==> src/verilog/ppp_defs.svh <==
`ifndef PPP_DEFS_SVH
`define PPP_DEFS_SVH

// ****************************************
// Register byte offsets
// ****************************************
`define PPP_OFF_DATA 8'h00
`define PPP_OFF_STATUS 8'h04
`define PPP_OFF_CTRL 8'h08
`define PPP_OFF_DIR 8'h0c

// ****************************************
// Reset values
// ****************************************
`define PPP_DATA_RST 8'h00
`define PPP_DIR_RST 8'h00
`define PPP_CTRL_RST 8'hc0
`define PPP_PINS_RST 19'h0070e

// ****************************************
// Direction codes
// ****************************************
`define PPP_DIR_CODE_OUT 8'h55
`define PPP_DIR_CODE_IN 8'haa

// ****************************************
// Control field positions
// ****************************************
`define PPP_CTRL_STROBE 0
`define PPP_CTRL_AFD 1
`define PPP_CTRL_INIT 2
`define PPP_CTRL_SLIN 3
`define PPP_CTRL_IRQ_EN 4
`define PPP_CTRL_DIR_IN 5

// ****************************************
// Status field positions
// ****************************************
`define PPP_ST_PEND_N 2
`define PPP_ST_FAULT 3
`define PPP_ST_SEL 4
`define PPP_ST_PE 5
`define PPP_ST_ACK 6
`define PPP_ST_BUSY 7

`endif

==> src/verilog/ppp_pkg.sv <==
package ppp_pkg;

   typedef enum logic [2:0] {
      PPP_REG_DATA,
      PPP_REG_STATUS,
      PPP_REG_CTRL,
      PPP_REG_DIR,
      PPP_REG_NONE
   } ppp_reg_e;

   typedef enum logic {
      PPP_APB_IDLE,
      PPP_APB_ACCESS
   } ppp_apb_e;

endpackage

==> src/verilog/ppp_irq_if.sv <==
`timescale 1ns/1ns

interface ppp_irq_if;
   logic ack_lvl;
   logic latch_mode;
   logic rd_clr;
   logic pend_n;

   modport core (
      output ack_lvl,
      output latch_mode,
      output rd_clr,
      input pend_n
   );

   modport irq (
      input ack_lvl,
      input latch_mode,
      input rd_clr,
      output pend_n
   );
endinterface

==> src/verilog/ppp_irq.sv <==
`timescale 1ns/1ns

module ppp_irq (
   input wire logic sys_clk,
   input wire logic arst_n,
   ppp_irq_if.irq bus
);

   logic ack_d_ff;
   logic lat_n_ff;
   logic ack_fall;

   assign ack_fall = ack_d_ff & ~bus.ack_lvl;

   always_ff @(posedge sys_clk or negedge arst_n) begin
      if (!arst_n) begin
         ack_d_ff <= 1'b1;
      end else begin
         ack_d_ff <= bus.ack_lvl;
      end
   end

   // ****************************************
   // Latched pending flag
   // ****************************************
   // A fall in the clearing cycle wins so no acknowledge is lost
   always_ff @(posedge sys_clk or negedge arst_n) begin
      if (!arst_n) begin
         lat_n_ff <= 1'b1;
      end else if (!bus.latch_mode) begin
         lat_n_ff <= 1'b1;
      end else if (ack_fall) begin
         lat_n_ff <= 1'b0;
      end else if (bus.rd_clr) begin
         lat_n_ff <= 1'b1;
      end
   end

   assign bus.pend_n = bus.latch_mode ? lat_n_ff : bus.ack_lvl;
endmodule // ppp_irq

==> src/verilog/ppp_port.sv <==
`timescale 1ns/1ns
`include "ppp_defs.svh"

// Function
// - Data write drives latch onto data pins
// - Pin low: code 55 out, aa in
// - Pin high: control bit 5 sets direction
// - Unused status, readback, control bits read one
// - Track mode: pending bit follows acknowledge
// - Latch mode: pending held until status read
// - Status bits 3-7 show input levels
// - Control bit 0 drives strobe low
// - Control bit 1 drives linefeed low
// - Control bit 2 drives reset line level
// - Control bit 3 drives select request low
// - Control bit 4 enables interrupt output
// - Readback shows inverted handshake pins, reset level
// - Readback bit 4 returns interrupt enable
// - Readback hides data direction control bit
// - Reset clears direction code and control
// - Reset: data out low, reset line low, other lines high
module ppp_port
   import ppp_pkg::*;
#(
   parameter int ADDR_W = 8
) (
   input wire logic sys_clk,
   input wire logic arst_n,
   input wire logic psel,
   input wire logic penable,
   input wire logic pwrite,
   input wire logic [ADDR_W-1:0] paddr,
   input wire logic [31:0] pwdata,
   input wire logic [3:0] pstrb,
   output logic [31:0] prdata,
   output logic pready,
   output logic pslverr,
   input wire logic [7:0] parallel_data_pins_in,
   output logic [7:0] parallel_data_pins_out,
   output logic [7:0] parallel_data_pins_oe,
   input wire logic ack_n,
   input wire logic busy,
   input wire logic fault_n,
   input wire logic selected_input,
   input wire logic media_empty_input,
   input wire logic dir_pin_select,
   input wire logic irq_latch_mode,
   input wire logic strobe_n_in,
   output logic strobe_n_out,
   output logic strobe_n_oe,
   input wire logic auto_linefeed_line_in,
   output logic auto_linefeed_line_out,
   output logic auto_linefeed_line_oe,
   input wire logic select_request_out_in,
   output logic select_request_out_out,
   output logic select_request_out_oe,
   input wire logic dev_reset_in,
   output logic dev_reset_out,
   output logic dev_reset_oe,
   output logic port_irq_out_out,
   output logic port_irq_out_oe
);

   // ****************************************
   // Pin synchronisers
   // ****************************************
   logic [18:0] pins_raw;
   logic [18:0] pins_q;
   logic [7:0] pd_q;
   logic ack_q;
   logic busy_q;
   logic fault_q;
   logic sel_q;
   logic pe_q;
   logic dsel_q;
   logic lmode_q;
   logic strobe_q;
   logic afd_q;
   logic slin_q;
   logic init_q;

   assign pins_raw = {parallel_data_pins_in, ack_n, busy, fault_n, selected_input, media_empty_input,
                      dir_pin_select, irq_latch_mode, strobe_n_in, auto_linefeed_line_in,
                      select_request_out_in, dev_reset_in};

   ppp_sync #(
      .W(19),
      .RST(`PPP_PINS_RST)
   ) u_sync (
      .sys_clk(sys_clk),
      .arst_n(arst_n),
      .d(pins_raw),
      .q(pins_q)
   );

   assign {pd_q, ack_q, busy_q, fault_q, sel_q, pe_q, dsel_q, lmode_q, strobe_q, afd_q, slin_q, init_q} = pins_q;

   // ****************************************
   // Acknowledge interrupt flag
   // ****************************************
   ppp_irq_if irq_if ();
   logic rd_clr;

   assign irq_if.ack_lvl = ack_q;
   assign irq_if.latch_mode = lmode_q;
   assign irq_if.rd_clr = rd_clr;

   ppp_irq u_irq (
      .sys_clk(sys_clk),
      .arst_n(arst_n),
      .bus(irq_if)
   );

   // ****************************************
   // Address decode
   // ****************************************
   function automatic ppp_reg_e decode(input logic [ADDR_W-1:0] a);
      ppp_reg_e r;
      r = PPP_REG_NONE;
      if (a == ADDR_W'(`PPP_OFF_DATA)) begin
         r = PPP_REG_DATA;
      end else if (a == ADDR_W'(`PPP_OFF_STATUS)) begin
         r = PPP_REG_STATUS;
      end else if (a == ADDR_W'(`PPP_OFF_CTRL)) begin
         r = PPP_REG_CTRL;
      end else if (a == ADDR_W'(`PPP_OFF_DIR)) begin
         r = PPP_REG_DIR;
      end
      return r;
   endfunction

   ppp_apb_e state_ff;
   logic pready_ff;
   logic pslverr_ff;
   logic [31:0] prdata_ff;
   ppp_reg_e sel_reg;
   logic setup;
   logic access;
   logic wr_en;

   assign sel_reg = decode(paddr);
   assign setup = psel && !penable && (state_ff == PPP_APB_IDLE);
   assign access = psel && penable && pready_ff;
   assign wr_en = access && pwrite && pstrb[0];

   // ****************************************
   // Software registers
   // ****************************************
   logic [7:0] data_ff;
   logic [7:0] dir_code_ff;
   logic direction_code_register_in_ff;
   logic [7:0] ctrl_ff;

   always_ff @(posedge sys_clk or negedge arst_n) begin
      if (!arst_n) begin
         data_ff <= `PPP_DATA_RST;
      end else if (wr_en && sel_reg == PPP_REG_DATA) begin
         data_ff <= pwdata[7:0];
      end
   end

   always_ff @(posedge sys_clk or negedge arst_n) begin
      if (!arst_n) begin
         dir_code_ff <= `PPP_DIR_RST;
         direction_code_register_in_ff <= 1'b0;
      end else if (wr_en && sel_reg == PPP_REG_DIR) begin
         dir_code_ff <= pwdata[7:0];
         // Other codes leave the mode as it was
         if (pwdata[7:0] == `PPP_DIR_CODE_OUT) begin
            direction_code_register_in_ff <= 1'b0;
         end else if (pwdata[7:0] == `PPP_DIR_CODE_IN) begin
            direction_code_register_in_ff <= 1'b1;
         end
      end
   end

   always_ff @(posedge sys_clk or negedge arst_n) begin
      if (!arst_n) begin
         ctrl_ff <= `PPP_CTRL_RST;
      end else if (wr_en && sel_reg == PPP_REG_CTRL) begin
         ctrl_ff <= {2'b11, pwdata[5:0]};
      end
   end

   // ****************************************
   // Read views
   // ****************************************
   logic [7:0] status_view;
   logic [7:0] readback_view;
   logic nxt_dir_in;
   logic dir_in_ff;

   function automatic logic direction_code_register_dir_in_q();
      return dir_in_ff;
   endfunction

   assign status_view = {busy_q, ack_q, pe_q, sel_q, fault_q, irq_if.pend_n, 2'b11};
   assign readback_view = {3'b111, ctrl_ff[`PPP_CTRL_IRQ_EN], ~slin_q, init_q, ~afd_q, ~strobe_q};
   assign nxt_dir_in = dsel_q ? ctrl_ff[`PPP_CTRL_DIR_IN] : direction_code_register_in_ff;

   // Clear only if the reader saw the pending flag, so a later fall is kept
   assign rd_clr = access && !pwrite && sel_reg == PPP_REG_STATUS && !prdata_ff[`PPP_ST_PEND_N];

   // ****************************************
   // APB slave, one wait-free access phase
   // ****************************************
   always_ff @(posedge sys_clk or negedge arst_n) begin
      if (!arst_n) begin
         state_ff <= PPP_APB_IDLE;
         pready_ff <= 1'b0;
      end else begin
         case (state_ff)
            PPP_APB_IDLE: begin
               if (setup) begin
                  state_ff <= PPP_APB_ACCESS;
                  pready_ff <= 1'b1;
               end
            end
            PPP_APB_ACCESS: begin
               state_ff <= PPP_APB_IDLE;
               pready_ff <= 1'b0;
            end
            default: begin
               state_ff <= PPP_APB_IDLE;
               pready_ff <= 1'b0;
            end
         endcase
      end
   end

   always_ff @(posedge sys_clk or negedge arst_n) begin
      if (!arst_n) begin
         prdata_ff <= '0;
         pslverr_ff <= 1'b0;
      end else if (setup) begin
         pslverr_ff <= (sel_reg == PPP_REG_NONE);
         prdata_ff <= '0;
         if (!pwrite) begin
            case (sel_reg)
               PPP_REG_DATA: prdata_ff <= {24'h000000, direction_code_register_dir_in_q() ? pd_q : data_ff};
               PPP_REG_STATUS: prdata_ff <= {24'h000000, status_view};
               PPP_REG_CTRL: prdata_ff <= {24'h000000, readback_view};
               PPP_REG_DIR: prdata_ff <= {24'h000000, dir_code_ff};
               default: prdata_ff <= '0;
            endcase
         end
      end else if (!psel) begin
         pslverr_ff <= 1'b0;
      end
   end

   // ****************************************
   // Pin drivers
   // ****************************************
   logic [7:0] pd_oe_ff;
   logic strobe_oe_ff;
   logic afd_oe_ff;
   logic slin_oe_ff;
   logic init_oe_ff;
   logic irq_out_ff;
   logic irq_oe_ff;

   always_ff @(posedge sys_clk or negedge arst_n) begin
      if (!arst_n) begin
         dir_in_ff <= 1'b0;
         pd_oe_ff <= 8'hff;
      end else begin
         dir_in_ff <= nxt_dir_in;
         pd_oe_ff <= {8{~nxt_dir_in}};
      end
   end

   // Open drain lines only ever pull low; release lets the pull-up win
   always_ff @(posedge sys_clk or negedge arst_n) begin
      if (!arst_n) begin
         strobe_oe_ff <= 1'b0;
         afd_oe_ff <= 1'b0;
         slin_oe_ff <= 1'b0;
         init_oe_ff <= 1'b1;
      end else begin
         strobe_oe_ff <= ctrl_ff[`PPP_CTRL_STROBE];
         afd_oe_ff <= ctrl_ff[`PPP_CTRL_AFD];
         slin_oe_ff <= ctrl_ff[`PPP_CTRL_SLIN];
         init_oe_ff <= ~ctrl_ff[`PPP_CTRL_INIT];
      end
   end

   always_ff @(posedge sys_clk or negedge arst_n) begin
      if (!arst_n) begin
         irq_oe_ff <= 1'b0;
         irq_out_ff <= 1'b1;
      end else begin
         irq_oe_ff <= ctrl_ff[`PPP_CTRL_IRQ_EN];
         irq_out_ff <= irq_if.pend_n | ~ctrl_ff[`PPP_CTRL_IRQ_EN];
      end
   end

   assign prdata = prdata_ff;
   assign pready = pready_ff;
   assign pslverr = pslverr_ff;
   assign parallel_data_pins_out = data_ff;
   assign parallel_data_pins_oe = pd_oe_ff;
   assign strobe_n_out = 1'b0;
   assign strobe_n_oe = strobe_oe_ff;
   assign auto_linefeed_line_out = 1'b0;
   assign auto_linefeed_line_oe = afd_oe_ff;
   assign select_request_out_out = 1'b0;
   assign select_request_out_oe = slin_oe_ff;
   assign dev_reset_out = 1'b0;
   assign dev_reset_oe = init_oe_ff;
   assign port_irq_out_out = irq_out_ff;
   assign port_irq_out_oe = irq_oe_ff;
endmodule // ppp_port

==> src/verilog/ppp_sync.sv <==
`timescale 1ns/1ns

module ppp_sync #(
   parameter int W = 1,
   parameter logic [W-1:0] RST = '0
) (
   input wire logic sys_clk,
   input wire logic arst_n,
   input wire logic [W-1:0] d,
   output logic [W-1:0] q
);

   logic [W-1:0] s1_ff;
   logic [W-1:0] s2_ff;
   logic [W-1:0] s3_ff;
   logic [W-1:0] q_ff;

   always_ff @(posedge sys_clk or negedge arst_n) begin
      if (!arst_n) begin
         s1_ff <= RST;
         s2_ff <= RST;
         s3_ff <= RST;
      end else begin
         s1_ff <= d;
         s2_ff <= s1_ff;
         s3_ff <= s2_ff;
      end
   end

   // ****************************************
   // Accept a bit only when stages agree
   // ****************************************
   always_ff @(posedge sys_clk or negedge arst_n) begin
      if (!arst_n) begin
         q_ff <= RST;
      end else begin
         for (int i = 0; i < W; i++) begin
            if (s2_ff[i] == s3_ff[i]) begin
               q_ff[i] <= s3_ff[i];
            end
         end
      end
   end

   assign q = q_ff;

endmodule // ppp_sync
==> config.mk <==
export PLATFORM = sky130hd
export DESIGN_NAME = ppp_port
export DESIGN_NICKNAME = d
export VERILOG_FILES = /design/src/verilog/ppp_pkg.sv /design/src/verilog/ppp_irq_if.sv /design/src/verilog/ppp_irq.sv /design/src/verilog/ppp_port.sv /design/src/verilog/ppp_sync.sv
export VERILOG_INCLUDE_DIRS = /design/src /design/src/verilog
export SDC_FILE = /design/constraint.sdc
export NUM_CORES = 1
export LEC_CHECK = 0
export BUFFER_PORTS_ARGS = -buffer_cell sky130_fd_sc_hd__buf_2
export CAP_MARGIN = 20
export CORE_UTILIZATION = 51
export DETAILED_ROUTE_END_ITERATION = 10
export GPL_TIMING_DRIVEN = 1
export PLACE_DENSITY = 0.82
export REMOVE_ABC_BUFFERS = 1
export SYNTH_ARGS = -nofsm -noshare
export SYNTH_HDL_FRONTEND = slang
export SYNTH_SLANG_ARGS = --single-unit
==> constraint.sdc <==
create_clock -name sys_clk -period 2.25 [get_ports sys_clk]
set_input_delay 0.225 -clock sys_clk [delete_from_list [all_inputs] [get_ports sys_clk]]
set_output_delay 0.225 -clock sys_clk [all_outputs]
set_load 0.05 [all_outputs]
==> results by group <==
Status
  – Run status: finished, final reports clean

Layout
  – Final core occ: 67.5%
  – Nets: 454
  – Register Area: 3040 um^2
  – Layout cells sized above 1: 45.4%
  – Layout Cells excl Fill: 504
  – Fin area: 5570 um^2
  – Most frequent cells in the layout: dfrtp_1, buf_2, mux2_2, dfstp_2, conb_1
  – Area of the multi-input gates: 1120 um^2
  – Filler Cell Count: 568
  – Most common cell after layout, fill and taps aside: dfrtp_1
  – Diode count: 0
  – Area Overhead vs Synth: 27.3%

Power and ir drop
  – Pwr/cell area: 957 nW/um^2
  – Leakage: 2.67 nW
  – Max VDD drop: 0.581 mV
  – Overall power: 5.33 mW

Timing
  – Clock Skews: 7.87 ps
  – Final worst setup slack: 480 ps
  – Pins over their slew limit: 0
  – Min Tclk post-route: 1770 ps
  – Setup TNS: 0 ps
  – Slew HR: 63.3%
  – Peak Freq: 565 MHz
  – Setup violators final: 0
  – Unrepaired setup endpoints after global routing: no
  – Worst-Margin Slew: 550 ps
  – Part of the cycle the worst path needs: 78.7%
  – Final hold violations: 0
  – Worst hold slack: 20.8 ps

Global route
  – First-pass GRT wire length: 12500 um
  – Vias in the first global route: 2461
  – Gr usage total: 19.3%
  – Initial antenna violation count: 0
  – Largest net degree at the start of global routing: 58
  – Congestion Overflow GR: 0

Routing
  – Initial DRC count: 146
  – DRC viols: 0
  – Drt via density: 4.93
  – Drt total wl: 7750 um
  – Drt wl/cell: 15.4 um
  – Drt first pass iters: 4
  – Vias: 2485
  – DRT antenna net count: 0

Place
  – GP Congestion: 0.769
  – Placed Cells incl. Taps: 449
  – Placed inst area: 4750 um^2
  – HPWL Detailed: 4930 um
  – # port buffers: 72
  – DP Worst Slack: 315 ps

Floorplan
  – Die Width: 94.7 um
  – Core area: 8260 um^2
  – # IOs: 128
  – Die ar.: 8960 um^2
  – Initial Utilization: 53.0%
  – Core Rows: 33
  – Die height: 94.7 um

Setup path
  – CP required: 2690 ps
  – Critical Path Sink Type: flop
  – Crit path max fanout: 6
  – Crit path DAT: 2210 ps
  – Worst setup path start: state_ff$_DFF_PN0_
  – Crit Path Class: reg -> reg
  – CP Launch Type: flop
  – FF-to-FF Start: state_ff$_DFF_PN0_

Clock network
  – Total CTS buffers: 17
  – Root buffer cell: clkbuf_8
  – Maximum clock insertion buffer count: 2
  – Clk pin slew, worst setup/hold paths: 60 ps
  – CTS tree: yes
  – # clock sinks: 120
  – Clk Latency, worst-skew pair: 500 ps
  – H-tree levels: 4

Job
  – # Max-Cap Violations: 0

Yosys
  – Netlist cell types: 33
  – Synth top area cells: dfrtp_1, dfstp_2, mux2_2
  – Post-synthesis cell count: 279
  – Synth top area share: 52.0%
  – Synth Warn #: 0
  – Sequential element share of the synthesized area: 69.4%
  – #FFs+latches synth: 120
  – Post-Synthesis Cell Area: 4380 um^2
  – Biggest area consumer among synthesized cells: dfrtp_1
  – Syn Area/Cell: 15.7 um^2

Hold path
  – Beginning of the worst hold path: pwdata[6]
  – Worst hold-check path type: in -> reg
==> power breakdown <==
| group | total (mW) | switching [mW] | internal (mW) |
|---|---|---|---|
| Sequential | 2.34 | 0.0526 | 2.28 |
| Clock | 2.64 | 0.951 | 1.69 |
| Combinational | 0.354 | 0.241 | 0.113 |
==> kinds of logic (layout without fill, tap and decap cells) <==
family	after synthesis	in the layout	share of synthesized area (%)
other	1	28	0.0857
muxes	37	37	9.92
adders and majority gates	19	19	4.34
AOI/OAI and AO/OA	17	17	2.92
DFF	120	120	69.4
and+or+nand+nor	37	37	6.03
buffers and inverters	48	141	7.29
==> area by class of cell <==
class	instances	share of cell area, %
flip-flops and latches	120	54.5
multi-input cells	138	20.1
repair buffers	103	11.9
clock buffers	18	7.50
clock inverters	14	3.14
well taps	105	2.36
inverters	6	0.404
==> sequential cells by signal (all words and copies together), names as in the netlist, 6 cells and up <==
name	count
u_sync.s3_ff	19
dir_code_ff	8
u_sync.s2_ff	19
prdata	8
u_sync.s1_ff	19
ctrl_ff	6
parallel_data_pins_out	8
u_sync.q	19
==> per-layer routing <==
layer,track usage [%],wire [um],vias up
li1,-,-,1129
met1,24.0,3310,1250
met2,30.7,3880,96
met3,6.52,420,10
met4,8.96,143,0
met5,0,0,-
==> critical path, cell delays in order, from the launching register on <==
cell and delay (ps):
dfrtp_1 370, or3b_1 400, nor4_2 490, buf_4 250
o221ai_1 110, nand2_1 80
==> final timing paths <==
kind	cells after the start	to	slack [ps]
hold / removal	2	parallel_data_pins_out[6]$_DFFE_PN0P_	20
setup reg to reg	5	prdata[7]$_DFFE_PN0P_	480
hold reg to reg	0	u_sync.s2_ff[18]$_DFF_PN0_	350
max in group asynchronous	3	parallel_data_pins_oe[0]$_DFF_PN1_	1270
min in group asynchronous	2	u_sync.s1_ff[11]$_DFF_PN0_	260
setup / recovery	5	prdata[7]$_DFFE_PN0P_	480
==> synthesized netlist by cell type <==
| master | count |
|---|---|
| a22o_1 | 2 |
| mux2_2 | 31 |
| a32oi_1 | 1 |
| nor4_1 | 1 |
| o221ai_1 | 3 |
| a32o_1 | 2 |
| buf_6 | 1 |
| conb_1 | 1 |
| nand4b_1 | 1 |
| mux2i_1 | 4 |
| or2_2 | 1 |
| o211ai_1 | 3 |
| buf_4 | 35 |
| o22ai_1 | 1 |
| maj3_1 | 19 |
| a31oi_1 | 1 |
| nand2_1 | 15 |
| inv_1 | 6 |
| dfstp_2 | 29 |
| mux4_2 | 2 |
| nand4_1 | 1 |
| and3_2 | 1 |
| or4_4 | 1 |
| clkbuf_1 | 6 |
| or4b_2 | 1 |
| dfrtp_1 | 91 |
| nor4bb_1 | 4 |
| nor2_1 | 3 |
| nor4_2 | 1 |
| nand3_1 | 3 |
| nor4_4 | 3 |
| o21ai_0 | 4 |
| or3b_1 | 1 |
==> repair_timing <==
action / CTS / global route
hold buffers: 23 / 0
setup buffers: 0 / 0
endpoints found under the hold margin: 51 / 0
gates resized for setup: 0 / 0
Power figures use the tool's default switching activity.
